**src/logic/aac_cfg.svh**
```systemverilog
// offsets, field positions, reset values and timing counts of the block
`ifndef AAC_CFG_SVH
`define AAC_CFG_SVH

`define AAC_OFS_CTRL_A      8'h00
`define AAC_OFS_INPUT       8'h04
`define AAC_OFS_CTRL_C      8'h08
`define AAC_OFS_AVG         8'h0c
`define AAC_OFS_SAMP_TIME   8'h10
`define AAC_OFS_WIN_LO      8'h14
`define AAC_OFS_WIN_HI      8'h18
`define AAC_OFS_GAIN        8'h1c
`define AAC_OFS_OFFSET      8'h20
`define AAC_OFS_TRIG        8'h24
`define AAC_OFS_RESULT      8'h28
`define AAC_OFS_BUSY        8'h2c
`define AAC_OFS_INT_STS     8'h30
`define AAC_OFS_INT_CLR     8'h34
`define AAC_OFS_INT_EN      8'h38

`define AAC_CA_SOFT_RESET   0
`define AAC_CA_ENABLE       1
`define AAC_CA_RUN_STDBY    6
`define AAC_CA_ON_REQUEST   7

`define AAC_PEND_SOFT_RESET_BIT      0
`define AAC_PEND_ENABLE     1
`define AAC_PEND_INPUT      2
`define AAC_PEND_CTRL_C     3
`define AAC_PEND_AVG        4
`define AAC_PEND_SAMP       5
`define AAC_PEND_WIN_LO     6
`define AAC_PEND_WIN_HI     7
`define AAC_PEND_GAIN       8
`define AAC_PEND_OFFSET     9
`define AAC_PEND_TRIG       10
`define AAC_PEND_W          11

`define AAC_INT_RES_READY   0
`define AAC_INT_WINDOW      1
`define AAC_INT_W           2

`define AAC_RES_ACCUM       2'h1
`define AAC_SEL_MAX         4'ha
`define AAC_SEL_NO_SHIFT    4'h4

`define AAC_GAIN_RST        12'h800
`define AAC_PERIPH_DIV      4

`endif

```
**src/logic/aac_pkg.sv**
```systemverilog
// types shared by the accumulate/average control block
package aac_pkg;

    typedef struct packed {
        logic        cyc;
        logic        stb;
        logic        we;
        logic [7:0]  adr;
        logic [3:0]  sel;
        logic [31:0] dat;
    } aac_wb_req_type;

    typedef struct packed {
        logic        vld;
        logic [11:0] data;
    } aac_smp_type;

    typedef struct packed {
        logic [4:0]  positive_input_sel;
        logic [4:0]  negative_input_sel;
        logic [1:0]  result_resolution;
        logic [3:0]  sample_count_sel;
        logic [2:0]  division_coeff;
        logic [5:0]  sample_time;
        logic [15:0] window_low_threshold;
        logic [15:0] window_high_threshold;
        logic [11:0] gain_correction;
        logic [11:0] offset_correction;
    } aac_cfg_type;

    typedef enum logic [1:0] {
        AAC_IDLE  = 2'b00,
        AAC_START = 2'b01,
        AAC_WAIT  = 2'b10
    } aac_state_type;

endpackage

```
**src/logic/aac_accum.sv**
```systemverilog
// sample accumulator with automatic and user right shift
`timescale 1ns/10ps
`include "aac_cfg.svh"
module aac_accum
    import aac_pkg::*;
(
    // clock and reset
    input  wire logic        i_clk_sys,
    input  wire logic        i_rst_b,
    // control
    input  wire logic        i_clr,
    input  wire aac_cfg_type i_cfg,
    // samples
    input  wire aac_smp_type i_smp,
    // result
    output logic             o_last,
    output logic             o_done,
    output logic [15:0]      o_result
);

    logic [21:0] acc_q;
    logic [10:0] cnt_q;
    logic [3:0]  log2_n;
    logic [3:0]  shift;
    logic [21:0] sum;
    logic [21:0] shifted;

    // reserved codes and any resolution other than accumulate collapse to one sample
    function automatic logic [3:0] count_log2(input aac_cfg_type c);
        if (c.result_resolution != `AAC_RES_ACCUM ||
            c.sample_count_sel > `AAC_SEL_MAX)
            return 4'h0;
        return c.sample_count_sel;
    endfunction

    function automatic logic [3:0] total_shift(input aac_cfg_type c);
        logic [3:0] auto_sh;
        auto_sh = 4'h0;
        if (count_log2(c) == 4'h0)
            return 4'h0;
        if (c.sample_count_sel > `AAC_SEL_NO_SHIFT)
            auto_sh = c.sample_count_sel - `AAC_SEL_NO_SHIFT;
        return auto_sh + {1'b0, c.division_coeff};
    endfunction

    assign log2_n  = count_log2(i_cfg);
    assign shift   = total_shift(i_cfg);
    assign sum     = acc_q + {10'h000, i_smp.data};
    assign shifted = sum >> shift;
    assign o_last  = (cnt_q == 11'((12'h001 << log2_n) - 12'h001));

    always_ff @(posedge i_clk_sys or negedge i_rst_b) begin
        if (!i_rst_b) begin
            acc_q <= 22'h000000;
            cnt_q <= 11'h000;
        end else if (i_clr) begin
            acc_q <= 22'h000000;
            cnt_q <= 11'h000;
        end else if (i_smp.vld && o_last) begin
            acc_q <= 22'h000000;
            cnt_q <= 11'h000;
        end else if (i_smp.vld) begin
            acc_q <= sum;
            cnt_q <= cnt_q + 11'h001;
        end
    end

    // one result per 2^n raw samples
    always_ff @(posedge i_clk_sys or negedge i_rst_b) begin
        if (!i_rst_b) begin
            o_done   <= 1'b0;
            o_result <= 16'h0000;
        end else begin
            o_done <= i_smp.vld && o_last && !i_clr;
            if (i_smp.vld && o_last && !i_clr)
                o_result <= shifted[15:0];
        end
    end

endmodule

```
**src/logic/aac_ctrl.sv**
```systemverilog
// register file, write synchronisation and sequencing of the converter
//
// The implementer's own choices: the Wishbone interface to the registers and the placing of the registers.
`timescale 1ns/10ps
`include "aac_cfg.svh"
module aac_ctrl
    import aac_pkg::*;
(
    // clock and reset
    input  wire logic           i_clk_sys,
    input  wire logic           i_rst_b,
    // wishbone slave
    input  wire aac_wb_req_type i_wb,
    output logic                o_wb_ack,
    output logic [31:0]         o_wb_dat,
    // power manager
    input  wire logic           i_standby,
    input  wire logic           i_request,
    // converter
    input  wire aac_smp_type    i_smp,
    output logic                o_conv_start,
    output logic                o_conv_on,
    output aac_cfg_type         o_cfg,
    // interrupt
    output logic                o_irq
);

    localparam aac_cfg_type CFG_RST = '{
        gain_correction: `AAC_GAIN_RST,
        default:         '0
    };

    aac_cfg_type             shadow_q;
    logic                    enable_q;
    logic                    run_stdby_q;
    logic                    on_req_q;
    logic                    enable_p_q;
    logic [`AAC_PEND_W-1:0]  pend_q;
    logic [`AAC_PEND_W-1:0]  pend_set;
    logic [2:0]              div_q;
    logic                    tick_q;
    logic                    soft_reset_bit_do;
    logic                    trig_go;
    logic                    wr;
    logic                    rd;
    logic [31:0]             wval;
    logic [31:0]             rval;
    logic [15:0]             result_q;
    logic [`AAC_INT_W-1:0]   int_sts_q;
    logic [`AAC_INT_W-1:0]   int_en_q;
    logic [`AAC_INT_W-1:0]   int_set;
    logic [`AAC_INT_W-1:0]   int_clr;
    logic                    running;
    logic                    acc_last;
    logic                    acc_done;
    logic [15:0]             acc_result;
    aac_state_type           state_q;

    // byte-lane merge of a write onto the current register view
    function automatic logic [31:0] lane_merge(input logic [31:0] old,
                                               input logic [31:0] dat,
                                               input logic [3:0]  sel);
        logic [31:0] r;
        r = old;
        for (int b = 0; b < 4; b++) begin
            if (sel[b])
                r[b*8 +: 8] = dat[b*8 +: 8];
        end
        return r;
    endfunction

    function automatic logic [31:0] reg_view(input logic [7:0] adr);
        logic [31:0] r;
        r = 32'h00000000;
        unique case (adr)
            `AAC_OFS_CTRL_A: begin
                r[`AAC_CA_SOFT_RESET] = pend_q[`AAC_PEND_SOFT_RESET_BIT];
                r[`AAC_CA_ENABLE]     = enable_q;
                r[`AAC_CA_RUN_STDBY]  = run_stdby_q;
                r[`AAC_CA_ON_REQUEST] = on_req_q;
            end
            `AAC_OFS_INPUT: begin
                r[4:0]  = shadow_q.positive_input_sel;
                r[12:8] = shadow_q.negative_input_sel;
            end
            `AAC_OFS_CTRL_C:    r[5:4]  = shadow_q.result_resolution;
            `AAC_OFS_AVG: begin
                r[3:0] = shadow_q.sample_count_sel;
                r[6:4] = shadow_q.division_coeff;
            end
            `AAC_OFS_SAMP_TIME: r[5:0]  = shadow_q.sample_time;
            `AAC_OFS_WIN_LO:    r[15:0] = shadow_q.window_low_threshold;
            `AAC_OFS_WIN_HI:    r[15:0] = shadow_q.window_high_threshold;
            `AAC_OFS_GAIN:      r[11:0] = shadow_q.gain_correction;
            `AAC_OFS_OFFSET:    r[11:0] = shadow_q.offset_correction;
            `AAC_OFS_RESULT:    r[15:0] = result_q;
            `AAC_OFS_BUSY:      r[`AAC_PEND_W-1:0] = pend_q;
            `AAC_OFS_INT_STS:   r[`AAC_INT_W-1:0]  = int_sts_q;
            `AAC_OFS_INT_EN:    r[`AAC_INT_W-1:0]  = int_en_q;
            default:            r = 32'h00000000;
        endcase
        return r;
    endfunction

    assign wr       = i_wb.cyc && i_wb.stb && i_wb.we && !o_wb_ack;
    assign rd       = i_wb.cyc && i_wb.stb && !i_wb.we && !o_wb_ack;
    // the view reads state inside a function; always_comb tracks it
    always_comb rval = reg_view(i_wb.adr);
    assign wval     = lane_merge(rval, i_wb.dat, i_wb.sel);
    assign soft_reset_bit_do = tick_q && pend_q[`AAC_PEND_SOFT_RESET_BIT];
    assign trig_go  = tick_q && pend_q[`AAC_PEND_TRIG] && !soft_reset_bit_do;
    assign int_clr  = (wr && i_wb.adr == `AAC_OFS_INT_CLR) ?
                      wval[`AAC_INT_W-1:0] : '0;

    // which write-synchronised registers this bus write touches
    always_comb begin
        pend_set = '0;
        if (wr) begin
            unique case (i_wb.adr)
                `AAC_OFS_CTRL_A: begin
                    pend_set[`AAC_PEND_SOFT_RESET_BIT]  =
                        wval[`AAC_CA_SOFT_RESET];
                    pend_set[`AAC_PEND_ENABLE] =
                        !wval[`AAC_CA_SOFT_RESET];
                end
                `AAC_OFS_INPUT:     pend_set[`AAC_PEND_INPUT]  = 1'b1;
                `AAC_OFS_CTRL_C:    pend_set[`AAC_PEND_CTRL_C] = 1'b1;
                `AAC_OFS_AVG:       pend_set[`AAC_PEND_AVG]    = 1'b1;
                `AAC_OFS_SAMP_TIME: pend_set[`AAC_PEND_SAMP]   = 1'b1;
                `AAC_OFS_WIN_LO:    pend_set[`AAC_PEND_WIN_LO] = 1'b1;
                `AAC_OFS_WIN_HI:    pend_set[`AAC_PEND_WIN_HI] = 1'b1;
                `AAC_OFS_GAIN:      pend_set[`AAC_PEND_GAIN]   = 1'b1;
                `AAC_OFS_OFFSET:    pend_set[`AAC_PEND_OFFSET] = 1'b1;
                `AAC_OFS_TRIG:      pend_set[`AAC_PEND_TRIG]   = wval[0];
                default:            pend_set = '0;
            endcase
        end
    end

    // wishbone answer one cycle after the request
    always_ff @(posedge i_clk_sys or negedge i_rst_b) begin
        if (!i_rst_b) begin
            o_wb_ack <= 1'b0;
            o_wb_dat <= 32'h00000000;
        end else begin
            o_wb_ack <= wr || rd;
            o_wb_dat <= rd ? rval : 32'h00000000;
        end
    end

    // peripheral-domain rate as an enable pulse
    always_ff @(posedge i_clk_sys or negedge i_rst_b) begin
        if (!i_rst_b) begin
            div_q  <= 3'h0;
            tick_q <= 1'b0;
        end else begin
            tick_q <= (div_q == 3'(`AAC_PERIPH_DIV - 1));
            if (div_q == 3'(`AAC_PERIPH_DIV - 1))
                div_q <= 3'h0;
            else
                div_q <= div_q + 3'h1;
        end
    end

    // a new write in the tick cycle keeps its bit pending
    always_ff @(posedge i_clk_sys or negedge i_rst_b) begin
        if (!i_rst_b)
            pend_q <= '0;
        else if (soft_reset_bit_do)
            pend_q <= pend_set & ~(`AAC_PEND_W'(1) << `AAC_PEND_SOFT_RESET_BIT);
        else if (tick_q)
            pend_q <= pend_set;
        else
            pend_q <= pend_q | pend_set;
    end

    // values written read back at once; soft reset discards the rest
    always_ff @(posedge i_clk_sys or negedge i_rst_b) begin
        if (!i_rst_b) begin
            shadow_q    <= CFG_RST;
            enable_q    <= 1'b0;
            run_stdby_q <= 1'b0;
            on_req_q    <= 1'b0;
        end else if (soft_reset_bit_do) begin
            shadow_q    <= CFG_RST;
            enable_q    <= 1'b0;
            run_stdby_q <= 1'b0;
            on_req_q    <= 1'b0;
        end else if (wr) begin
            unique case (i_wb.adr)
                `AAC_OFS_CTRL_A: begin
                    if (!wval[`AAC_CA_SOFT_RESET]) begin
                        enable_q    <= wval[`AAC_CA_ENABLE];
                        run_stdby_q <= wval[`AAC_CA_RUN_STDBY];
                        on_req_q    <= wval[`AAC_CA_ON_REQUEST];
                    end
                end
                `AAC_OFS_INPUT: begin
                    shadow_q.positive_input_sel <= wval[4:0];
                    shadow_q.negative_input_sel <= wval[12:8];
                end
                `AAC_OFS_CTRL_C: shadow_q.result_resolution <= wval[5:4];
                `AAC_OFS_AVG: begin
                    shadow_q.sample_count_sel <= wval[3:0];
                    shadow_q.division_coeff   <= wval[6:4];
                end
                `AAC_OFS_SAMP_TIME: shadow_q.sample_time <= wval[5:0];
                `AAC_OFS_WIN_LO:
                    shadow_q.window_low_threshold <= wval[15:0];
                `AAC_OFS_WIN_HI:
                    shadow_q.window_high_threshold <= wval[15:0];
                `AAC_OFS_GAIN:   shadow_q.gain_correction   <= wval[11:0];
                `AAC_OFS_OFFSET: shadow_q.offset_correction <= wval[11:0];
                default: ;
            endcase
        end
    end

    // peripheral copies change only on the tick, from the latest write
    always_ff @(posedge i_clk_sys or negedge i_rst_b) begin
        if (!i_rst_b) begin
            o_cfg      <= CFG_RST;
            enable_p_q <= 1'b0;
        end else if (soft_reset_bit_do) begin
            o_cfg      <= CFG_RST;
            enable_p_q <= 1'b0;
        end else if (tick_q) begin
            if (pend_q[`AAC_PEND_ENABLE])
                enable_p_q <= enable_q;
            if (pend_q[`AAC_PEND_INPUT]) begin
                o_cfg.positive_input_sel <= shadow_q.positive_input_sel;
                o_cfg.negative_input_sel <= shadow_q.negative_input_sel;
            end
            if (pend_q[`AAC_PEND_CTRL_C])
                o_cfg.result_resolution <= shadow_q.result_resolution;
            if (pend_q[`AAC_PEND_AVG]) begin
                o_cfg.sample_count_sel <= shadow_q.sample_count_sel;
                o_cfg.division_coeff   <= shadow_q.division_coeff;
            end
            if (pend_q[`AAC_PEND_SAMP])
                o_cfg.sample_time <= shadow_q.sample_time;
            if (pend_q[`AAC_PEND_WIN_LO])
                o_cfg.window_low_threshold <=
                    shadow_q.window_low_threshold;
            if (pend_q[`AAC_PEND_WIN_HI])
                o_cfg.window_high_threshold <=
                    shadow_q.window_high_threshold;
            if (pend_q[`AAC_PEND_GAIN])
                o_cfg.gain_correction <= shadow_q.gain_correction;
            if (pend_q[`AAC_PEND_OFFSET])
                o_cfg.offset_correction <= shadow_q.offset_correction;
        end
    end

    // sleep behaviour; sleep-mode bits are not synchronised
    assign running = enable_p_q
                  && (!i_standby || run_stdby_q)
                  && (!on_req_q || i_request);

    always_ff @(posedge i_clk_sys or negedge i_rst_b) begin
        if (!i_rst_b)
            o_conv_on <= 1'b0;
        else
            o_conv_on <= running && !soft_reset_bit_do;
    end

    // one trigger runs a whole burst of 2^n conversions
    always_ff @(posedge i_clk_sys or negedge i_rst_b) begin
        if (!i_rst_b) begin
            state_q      <= AAC_IDLE;
            o_conv_start <= 1'b0;
        end else begin
            o_conv_start <= 1'b0;
            if (soft_reset_bit_do || !running) begin
                state_q <= AAC_IDLE;
            end else begin
                unique case (state_q)
                    AAC_IDLE: begin
                        if (trig_go)
                            state_q <= AAC_START;
                    end
                    AAC_START: begin
                        o_conv_start <= 1'b1;
                        state_q      <= AAC_WAIT;
                    end
                    AAC_WAIT: begin
                        if (i_smp.vld)
                            state_q <= acc_last ? AAC_IDLE : AAC_START;
                    end
                    default: state_q <= AAC_IDLE;
                endcase
            end
        end
    end

    aac_accum u_accum (
        .i_clk_sys (i_clk_sys),
        .i_rst_b   (i_rst_b),
        .i_clr     (soft_reset_bit_do || !running || state_q == AAC_IDLE),
        .i_cfg     (o_cfg),
        .i_smp     (i_smp),
        .o_last    (acc_last),
        .o_done    (acc_done),
        .o_result  (acc_result)
    );

    always_ff @(posedge i_clk_sys or negedge i_rst_b) begin
        if (!i_rst_b)
            result_q <= 16'h0000;
        else if (soft_reset_bit_do)
            result_q <= 16'h0000;
        else if (acc_done)
            result_q <= acc_result;
    end

    assign int_set[`AAC_INT_RES_READY] = acc_done;
    assign int_set[`AAC_INT_WINDOW]    = acc_done &&
        (acc_result < o_cfg.window_low_threshold ||
         acc_result > o_cfg.window_high_threshold);

    // set beats clear in the same cycle
    always_ff @(posedge i_clk_sys or negedge i_rst_b) begin
        if (!i_rst_b) begin
            int_sts_q <= '0;
            int_en_q  <= '0;
            o_irq     <= 1'b0;
        end else if (soft_reset_bit_do) begin
            int_sts_q <= '0;
            int_en_q  <= '0;
            o_irq     <= 1'b0;
        end else begin
            int_sts_q <= (int_sts_q & ~int_clr) | int_set;
            if (wr && i_wb.adr == `AAC_OFS_INT_EN)
                int_en_q <= wval[`AAC_INT_W-1:0];
            o_irq <= |(int_sts_q & int_en_q);
        end
    end

endmodule

```
**config.mk**
```make
export PLATFORM = sky130hd
export DESIGN_NAME = aac_ctrl
export DESIGN_NICKNAME = d
export VERILOG_FILES = /design/src/logic/aac_pkg.sv /design/src/logic/aac_accum.sv /design/src/logic/aac_ctrl.sv
export VERILOG_INCLUDE_DIRS = /design/src /design/src/logic
export SDC_FILE = /design/constraint.sdc
export NUM_CORES = 1
export LEC_CHECK = 0
export BUFFER_PORTS_ARGS = -buffer_cell sky130_fd_sc_hd__buf_4
export CAP_MARGIN = 20
export CORE_ASPECT_RATIO = 0.75
export CORE_MARGIN = 8
export CORE_UTILIZATION = 47
export CTS_BUF_LIST = sky130_fd_sc_hd__clkbuf_16
export CTS_CLUSTER_DIAMETER = 150
export DETAILED_ROUTE_END_ITERATION = 8
export HOLD_SLACK_MARGIN = 0.06
export PLACE_DENSITY_LB_ADDON = 0.2
export RECOVER_POWER = 25
export SKIP_LAST_GASP = 1
export SLEW_MARGIN = 20
export SYNTH_ARGS = -nofsm -noshare
export SYNTH_HDL_FRONTEND = slang
export SYNTH_SLANG_ARGS = --single-unit
```
**constraint.sdc**
```tcl
create_clock -name i_clk_sys -period 5.9 [get_ports i_clk_sys]
set_input_delay 0.295 -clock i_clk_sys [delete_from_list [all_inputs] [get_ports i_clk_sys]]
set_output_delay 0.295 -clock i_clk_sys [all_outputs]
set_load 0.02 [all_outputs]
```
==> results of run 1 <==
## area by class of cell
cell class,count,area share (%)
multi-input combinational,1254,42.71
sequential,273,40.02
timing repair buffer,169,7.254
clock buffer,29,4.250
tap,406,2.975
inverter,65,1.429
clock inverter,23,1.363
## worst min-delay path, delay by kind of cell
family / cells / cell delay, ps
AOI/OAI and AO/OA: 1 / 120
adders and majority gates: 1 / 140
buffers and inverters: 1 / 80
## cells in the mapped netlist, drive strengths merged (9+ instances only)
library cell  count  area [µm²]
a211oi           12       95.09
a21o             19       142.6
a21oi            88       444.2
a221oi            9       85.08
a22o             20       175.2
a22oi            39       292.8
and2             14       87.58
and3             18       112.6
buf              30       185.2
clkbuf           90       337.8
dfrtp           271        6782
ha               49       613.1
inv              65       244.0
mux2i            39       390.4
nand2           262       983.4
nand2b           12       75.07
nand3            85       430.4
nand4            10       62.56
nor2            158       595.6
nor3             20       100.1
o211ai           14       105.1
o21ai           217        1086
o22ai            17       106.4
o31ai            11       87.58
xnor2            18       157.7
xor2             15       131.4
## metal layers
layer  global-route usage, %  vias up
met1                   34.93     6419
met5                       0        -
met4                   5.646        2
li1                        -     6175
met2                   34.60      491
met3                   5.854       71
## worst min-delay path by stage
stage / from / to / slack [ps] / cells after the start
floorplan: i_rst_b / div_q[0] / -0.6 / 0
global placement: i_rst_b / o_cfg[71] / 350 / 1
detailed placement: i_rst_b / o_cfg[75] / 360 / 1
CTS: i_smp[0] / u_accum.acc_q[0] / 90 / 3
global route: i_smp[0] / u_accum.acc_q[0] / 130 / 3
finish: i_smp[0] / u_accum.acc_q[0] / 110 / 3
## state kept, by name, summed over array words and instances, names as in the netlist, 2 cells and up
register / flops
u_accum.cnt_q: 11
int_sts_q: 2
o_cfg: 81
o_wb_dat: 16
state_q: 2
result_q: 16
u_accum.o_result: 16
div_q: 3
shadow_q: 81
int_en_q: 2
pend_q: 11
u_accum.acc_q: 22
## layout by cell type (no fill, tap or decap), drive strengths merged, types with 18 or more instances in the layout
cell	instances
mux2i	39
nand2	262
a21oi	88
ha	49
nor2	158
a21o	19
clkbuf	50
dfrtp	271
a22o	20
and3	18
inv	69
nor3	20
buf	143
xnor2	18
a22oi	39
nand3	85
o21ai	217
## per-stage QoR
stage / area (µm²) / hold slack, ps / utilization, %
6_report: 17080 / 114.4 / 54.89
5_1_grt: 17080 / 132.2 / 54.89
4_1_cts: 17110 / 90.83 / 55.00
3_5_place_dp: 16110 / 359.3 / 51.79
3_3_place_gp: 16110 / 352.1 / 51.79
2_1_floorplan: 14850 / -0.5911 / -
## logic make-up (layout without fill, tap and decap cells)
| family | Yosys count | count (layout) | share of synthesized area (%) |
|---|---|---|---|
| other | 1 | 16 | 0.02535 |
| buffers and inverters | 185 | 286 | 5.185 |
| xor gates and xnor gates | 33 | 33 | 1.954 |
| and+or+nand+nor | 610 | 610 | 18.11 |
| muxes | 45 | 45 | 3.096 |
| adders and majority gates | 51 | 51 | 4.416 |
| DFF | 273 | 273 | 46.20 |
| AOI/OAI and AO/OA | 499 | 499 | 21.01 |
## where the power goes
part	total [mW]	switching [mW]	leakage [nW]	internal, mW
Combinational	0.159	0.110	3.55	0.0487
Sequential	1.88	0.00479	3.74	1.88
Clock	1.87	0.795	0.470	1.07
Total	3.91	0.910	7.76	3.00
==> flow_summary_export.csv, run 1 <==
group,metric,value,unit
clocking,cts.htree.levels,1,
clocking,clk_pin_slew_worst_paths,70,ps
setup_path,cpPeakStageDelay,3220,ps
setup_path,crit_path_end_kind,"asynchronous set/reset pin",
clocking,post_cts_resized,0,
placed_design,port_buffers,146,
timing,maxSlewHeadroom,-188.7,%
global_routing,grt_use_total,23.71,%
synth,ys_ff_latch,273,
outcome,violations,"max-capacitance violations, max-slew violations",
timing,fmax,0.2232,GHz
setup_path,cp-start-kind,"input port",
routing,antenna_left,0,
setup_path,cp_cell_sequence,"dlygate4sd3_1 -> clkdlybuf4s25_1",
timing,tightest_slew,4330,ps
die,dieHeight,169.6,µm
clocking,post_cts_buffers,0,
routing,dr_wl_met2,19230,µm
die,die_x,220.8,µm
global_routing,grt_pass1_vias,12502,
finish,regArea,0.006834,mm²
clocking,clk_path_buf_depth,3,
finish,nets,1906,
placed_design,placed_cells,2162,
finish,insertedDiodeCount,0,
placed_design,place_ws,1509,ps
setup_path,crit_path_end,"u_accum.acc_q[21]",
synth,syn_avg_cell_area,8.716,µm²
finish,drive_gt1_share,11.86,%
setup_path,crit_family,"buffers and inverters",
die,die_area,0.03746,mm²
routing,top_layer_used,"met5",
clocking,cts_buffers,28,
power,powerDensity,228.9,mW/mm²
timing,fin_setup_tns,0,ps
global_routing,antenna_found_initial,1,
global_routing,overflow,0,
timing,fin_skew,11.84,ps
die,io_pins,181,
setup_path,path_class,"in2async",
synth,synth-seq-area-share,46.20,%
power,power,3.909,mW
routing,wirelength,45750,µm
timing,fin_ws,1420,ps
die,coreArea,0.03111,mm²
placed_design,place_hpwl,33270,µm
clocking,cts_hold_buf,4,
synth,synth_ff_type,"dfrtp_1",
finish,multiInputGateArea,0.007293,mm²
synth,async_reset_ff_share,100.0,%
setup_path,crit_path_top_delay_cell,"clkdlybuf4s25_1",
clocking,cts_tree,"built",
setup_path,reg2reg_depth,11,
synth,yosys_warnings,0,
setup_path,regToRegStartpoint,"o_cfg[66]",
setup_path,regToRegSetupSlack,1430,ps
finish,finalNonFillerCells,2219,
clocking,cts_root_buf,"clkbuf_16",
die,rows,56,
synth,syn_area,0.01479,mm²
setup_path,cp.depth,2,
synth,synth_edf_count,0,
finish,fillers,2886,
routing,dr.pass1.iters,8,
timing,setup_viol,0,
timing,rsz0062_at_grt,"no",
setup_path,worstPathMaxFanout,87,
routing,drc,0,
setup_path,critPathRequiredTime,5550,ps
outcome,status,"finished with violations",
die,initial_utilization,47.55,%
global_routing,grt_max_degree,188,
finish,area_delta_synth_final,15.45,%
routing,drt_iter0_markers,1329,
setup_path,arrival,4130,ps
job,drv_cap,2,
routing,viasPerCell,5.930,
synth,synthCells,1697,
setup_path,worst-path-buf-inv,2,
routing,via_count,13158,
routing,routedWlPerCell,20.62,µm
setup_path,crit_start,"i_rst_b",
routing,met1Wirelength,21540,µm
power,leakage,7.761,nW
placed_design,gp_congestion,0.9090,
power,peakVddDrop,199.1,µV
min_path,hold_path_class,"in2reg",
timing,timing.final.crit_share,75.93,%
timing,period_needed,4480,ps
global_routing,grt_pass1_wl,72360,µm
clocking,cts.sinks,273,
timing,final_hold_viol_count,0,
routing,route.met3.wl,3867,µm
synth,synth.distinct_cells,76,
timing,slew_viol_final,128,
clocking,clk_latency,560,ps
setup_path,r2r_end,"u_accum.o_result[8]",
(Power assumes the default switching activity.)
==> inputs of run 2 (changes only) <==
--- a/config.mk
+++ b/config.mk
@@ -6,6 +6,7 @@
 export SDC_FILE = /design/constraint.sdc
 export NUM_CORES = 1
 export LEC_CHECK = 0
+export ABC_AREA = 1
 export BUFFER_PORTS_ARGS = -buffer_cell sky130_fd_sc_hd__buf_4
 export CAP_MARGIN = 20
 export CORE_ASPECT_RATIO = 0.75
==> constraint.sdc (replaced) <==
create_clock -name i_clk_sys -period 4.1 [get_ports i_clk_sys]
set_input_delay 0.205 -clock i_clk_sys [delete_from_list [all_inputs] [get_ports i_clk_sys]]
set_output_delay 0.205 -clock i_clk_sys [all_outputs]
set_load 0.02 [all_outputs]
==> flow_summary_export.csv, run 2 <==
group,metric,value,unit
synth,synth_edf_count,0,
finish,nets,2290,
placed_design,place_ws,757.8,ps
synth,syn_avg_cell_area,7.601,µm²
clocking,clk_path_buf_depth,3,
synth,syn_area,0.01546,mm²
finish,drive_gt1_share,11.75,%
finish,mostFrequentLayoutCells,"nand2_1, dfrtp_1, inv_1",
setup_path,arrival,3790,ps
die,die_x,225.4,µm
power,powerDensity,315.4,mW/mm²
power,leakage,8.944,nW
timing,maxSlewHeadroom,-118.2,%
timing,slew_viol_final,122,
clocking,post_cts_buffers,0,
routing,dr.pass1.iters,6,
power,peakVddDrop,344.4,µV
setup_path,crit_path_end_kind,"register",
synth,synth_top_cell_by_area,"dfrtp_1",
synth,synth-seq-area-share,44.20,%
synth,synth_commonest_cells,"nand2_1, dfrtp_1, inv_1, nand3_1, o21ai_0",
setup_path,cp-start-kind,"register",
finish,fin_area,0.01787,mm²
routing,antenna_left,0,
placed_design,port_buffers,146,
setup_path,reg2reg_depth,17,
global_routing,antenna_found_initial,0,
die,dieHeight,173.1,µm
timing,rsz0062_at_grt,"no",
die,rows,57,
die,io_pins,181,
clocking,cts_hold_buf,11,
finish,reg_top3,"o_cfg x81, shadow_q x81, u_accum.acc_q x22",
power,clockPowerShare,46.9,%
global_routing,grt_use_total,24.36,%
die,initial_utilization,47.75,%
power,swShare,23.36,%
synth,yosysMostFrequentCell,"nand2_1",
routing,viasPerCell,5.503,
placed_design,gp_congestion,0.9311,
job,drv_cap,1,
finish,area_delta_synth_final,15.60,%
global_routing,grt_max_degree,123,
min_path,hold_depth,3,
timing,setup_viol,0,
clocking,clk_latency,550,ps
clocking,cts_root_buf,"clkbuf_16",
clocking,cts.sinks,273,
clocking,cts_buffers,28,
timing,hold_ws,80.97,ps
finish,insertedDiodeCount,0,
outcome,violations,"max-capacitance violations, max-slew violations",
die,die_area,0.03902,mm²
synth,yosys_warnings,0,
timing,fin_skew,10.80,ps
power,p_int,4.320,mW
power,combPwrFrac,4.9,%
routing,routedWlPerCell,18.42,µm
timing,timing.final.crit_share,81.69,%
outcome,status,"finished with violations",
power,pwr-share-seq,48.2,%
timing,period_needed,3349,ps
routing,drt_iter0_markers,1651,
synth,synth_top_area_share,43.86,%
placed_design,placed_area,0.01698,mm²
timing,fin_ws,750.8,ps
power,power.net_switching,1.317,mW
clocking,clk_pin_slew_worst_paths,60,ps
synth,async_reset_ff_share,100.0,%
clocking,cts.htree.levels,1,
global_routing,overflow,0,
synth,ys_top_cells_by_area,"dfrtp_1, nand2_1, nand3_1",
finish,mostFrequentLayoutCell,"nand2_1",
min_path,hold_path_class,"in2reg",
routing,drc,0,
setup_path,critPathRequiredTime,4540,ps
synth,ys_ff_latch,273,
synth,synthCells,2034,
timing,tightest_slew,3272,ps
timing,final_hold_viol_count,0,
routing,wirelength,48590,µm
routing,via_count,14518,
timing,fmax,0.2986,GHz
timing,fin_setup_tns,0,ps
setup_path,worstPathMaxFanout,34,
clocking,cts_tree,"built",
global_routing,grt_pass1_vias,13822,
placed_design,place_hpwl,36290,µm
synth,synth.distinct_cells,51,
die,coreArea,0.03238,mm²
synth,synth_ff_type,"dfrtp_1",
global_routing,grt_pass1_wl,77230,µm
setup_path,path_class,"reg2reg",
clocking,post_cts_resized,0,
-- run 2: cell types whose count changed after synthesis, sizes merged, moves of 39 or more --
cell	delta
nand3	+130
nand2	+252
clkbuf	-40
inv	+203
a22oi	-39
nand4	+40
-- run 2: final timing paths --
path	startpoint	to	slack (ps)
max	o_cfg[67]	u_accum.o_result[11]	750
min	i_wb[33]	shadow_q[53]	80
max reg2reg	o_cfg[67]	u_accum.o_result[11]	750
min reg2reg	div_q[0]	div_q[0]	440
max in group asynchronous	i_rst_b	shadow_q[66]	890
min in group asynchronous	i_rst_b	o_cfg[66]	1220
-- run 2: routing by layer --
metal | GRT usage [%] | up-vias | part of all wire (%)
met3 | 4.768 | 56 | 8.5
met2 | 35.18 | 577 | 42
met5 | 0 | - | 0
met4 | 4.731 | 0 | 1.8
li1 | - | 6902 | -
met1 | 37.25 | 6983 | 47
-- run 2: cell families after synthesis --
group / count (synthesis) / synth area share (%)
AO/OA/AOI/OAI: 313 / 10.93
adder cells (fa/ha/maj): 51 / 4.224
AND/OR/NAND/NOR: 990 / 28.14
XOR/XNOR: 21 / 1.190
multiplexers: 28 / 2.031
other: 1 / 0.02425
buffers and inverters: 357 / 9.258
flip-flops: 273 / 44.20
-- run 2: area by class of cell --
cell class	instances	area, µm²
Fill cell	3185	14510
Multi-Input combinational cell	1419	7266
Sequential cell	273	6834
Timing Repair Buffer	182	1265
Inverter	271	1020
Clock buffer	29	725.7
Tap cell	442	553.0
Clock inverter	22	210.2
-- run 2: worst max-delay path, cell delays in order, from the launching register on --
cell     delay, ps
dfrtp_1        500
nand2_2        190
inv_1           50
nor2_1         170
nand2_1         70
nor2_1         170
nand2_1        100
ha_1           270
xor2_1         210
inv_1           60
nand4_1         90
nand2_1        110
nor3b_4        280
nand3_4        410
nor2_4         230
nand2_4        150
nand2_1        120
nand2_1         50
-- run 2: per-stage QoR --
stage	total power [mW]	util (%)	std cells
floorplan	2.895	-	2049
global placement	3.033	52.43	2576
detailed placement	3.036	52.43	2576
CTS	5.680	55.66	2638
global route	5.808	55.20	2638
finish	5.637	55.20	2638
-- run 2: power by group through the flow --
stage / combinational (mW) / sequential, mW / clock, mW
after global routing: 0.309 / 2.72 / 2.78
after floorplan: 0.124 / 2.77 / 0
after detailed placement: 0.270 / 2.77 / 0
after global placement: 0.268 / 2.77 / 0
after CTS: 0.279 / 2.72 / 2.68
final: 0.276 / 2.72 / 2.64
==> inputs of run 3 (changes only) <==
==> constraint.sdc (replaced) <==
create_clock -name i_clk_sys -period 3.2 [get_ports i_clk_sys]
set_input_delay 0.16 -clock i_clk_sys [delete_from_list [all_inputs] [get_ports i_clk_sys]]
set_output_delay 0.16 -clock i_clk_sys [all_outputs]
set_load 0.02 [all_outputs]
==> flow_summary_export.csv, run 3 (synthesized netlist as in run 2, its figures left out) <==
group,metric,value,unit
outcome,status,"finished with violations",
outcome,violations,"max-capacitance violations, max-slew violations",
clocking,cts_tree,"built",
finish,mostFrequentLayoutCell,"nand2_1",
setup_path,cp-start-kind,"input port",
finish,area_delta_synth_final,17.98,%
timing,tightest_slew,2466,ps
global_routing,busiest_layer,"met1",
clocking,clk_latency,570,ps
clocking,cts_root_buf,"clkbuf_16",
routing,drt_iter0_markers,1547,
timing,slew_viol_final,93,
timing,fin_setup_tns,0,ps
timing,setup_viol,0,
die,io_pins,181,
die,coreArea,0.03238,mm²
placed_design,placed_cells,2592,
placed_design,place_ws,183.5,ps
global_routing,grt_pass1_wl,78100,µm
setup_path,crit_family,"buffers and inverters",
finish,fillers,3135,
clocking,clk_pin_slew_worst_paths,60,ps
setup_path,worst-path-buf-inv,6,
placed_design,placed_area,0.01711,mm²
global_routing,met3_usage,4.328,%
routing,drc,0,
setup_path,crit_path_end_kind,"register",
finish,fin_area,0.01824,mm²
clocking,clk_path_buf_depth,3,
placed_design,port_buffers,146,
setup_path,cp_cell_sequence,"dlygate4sd3_1 -> clkbuf_4 -> nand2_1 -> dlygate4sd3_1 -> nor2_1 -> nand2_1 -> nor2_1 -> inv_1 -> nor2_1 -> inv_1 -> nand2_1 -> inv_1 -> o21ai_0",
placed_design,gp_congestion,0.9305,
routing,dr.pass1.iters,6,
die,dieHeight,173.1,µm
global_routing,met2_usage,35.47,%
clocking,cts.sinks,273,
global_routing,met1_usage,37.87,%
timing,fmax,0.3444,GHz
global_routing,antenna_found_initial,0,
power,leakage,9.215,nW
finish,mostFrequentLayoutCells,"nand2_1, dfrtp_1, inv_1",
finish,nets,2316,
setup_path,path_class,"in2reg",
min_path,hold_path_class,"in2reg",
timing,final_hold_viol_count,0,
timing,period_needed,2904,ps
global_routing,grt_max_degree,93,
finish,reg_top3,"o_cfg x81, shadow_q x81, u_accum.acc_q x22",
setup_path,crit_path_top_delay_cell,"dlygate4sd3_1",
routing,viasPerCell,5.488,
clocking,cts.htree.levels,1,
placed_design,place_hpwl,36700,µm
routing,routedWlPerCell,18.38,µm
die,die_x,225.4,µm
die,initial_utilization,47.75,%
setup_path,cpPeakStageDelay,550,ps
setup_path,critPathRequiredTime,3640,ps
power,powerDensity,396.2,mW/mm²
finish,finalNonFillerCells,2665,
global_routing,grt_use_total,24.68,%
job,drv_cap,1,
global_routing,overflow,0,
finish,multiInputGateArea,0.007271,mm²
finish,drive_gt1_share,14.08,%
timing,maxSlewHeadroom,-64.39,%
routing,wirelength,48970,µm
setup_path,worstPathMaxFanout,14,
timing,timing.final.crit_share,90.74,%
die,rows,57,
die,die_area,0.03902,mm²
finish,insertedDiodeCount,0,
timing,fin_skew,16.26,ps
power,power,7.228,mW
clocking,cts_buffers,29,
finish,regArea,0.006835,mm²
routing,antenna_left,0,
global_routing,grt_pass1_vias,14096,
power,peakVddDrop,390.9,µV
routing,via_count,14625,
timing,fin_ws,296.2,ps
setup_path,arrival,3340,ps
[run 3: cell count changes in the layout (fill, tap and decap cells not counted), moves of 2 or more]
cell           before  now
buf_4             131  181
clkinvlp_4          2    4
dlygate4sd3_1      11   19
buf_6               0    2
clkbuf_1           37    1
[run 3: repair_timing]
item                                   in CTS  in global routing
gates resized for setup                     0                  3
setup buffers                               0                  1
endpoints found under the hold margin     115                  0
setup endpoints to repair                   0                 49
hold buffers                               19                  0
[run 3: layout make-up]
class	instances	share of cell area, %
flip-flops and latches	273	37.47
repair buffers	207	8.924
multi-input cells	1419	39.86
inverters	271	5.590
well taps	442	3.032
clock inverters	24	1.145
clock buffers	29	3.978
[run 3: worst paths after layout]
path / from / slack [ps] / depth (start not counted) / to
max in group asynchronous: i_rst_b / 650 / 3 / pend_q[6]
hold reg to reg: div_q[0] / 430 / 1 / div_q[0]
setup / recovery: i_wb[45] / 300 / 13 / shadow_q[77]
min in group asynchronous: i_rst_b / 850 / 2 / o_cfg[65]
setup reg to reg: o_cfg[68] / 300 / 16 / u_accum.acc_q[17]
hold / removal: i_request / 90 / 3 / o_conv_on
[run 3: power breakdown]
group          leakage [nW]  switching (mW)  internal (mW)
sequential             3.80          0.0119           3.47
clock                 0.466            1.48           1.90
combinational          4.95           0.252          0.114
total                  9.21            1.75           5.48
[run 3: metrics by stage]
stage,utilization (%),hold WS (ps)
floorplan,-,-135.6
global placement,52.83,238.5
detailed placement,52.83,235.5
CTS,56.30,64.21
global route,56.34,92.50
finish,56.34,85.48
[run 3: per-layer routing]
| layer | vias to the layer above | part of all wire [%] | routed length [µm] |
|---|---|---|---|
| met4 | 0 | 2.1 | 1025 |
| li1 | 6949 | - | - |
| met3 | 70 | 8.3 | 4046 |
| met5 | - | 0 | 0 |
| met2 | 597 | 42 | 20800 |
| met1 | 7009 | 47 | 23100 |
[run 3: tightest hold or removal path: cells and delay by family]
| kind | cells | cell delay, ps |
|---|---|---|
| simple gates | 1 | 120 |
| buf+inv | 1 | 120 |
| compound gates | 1 | 180 |
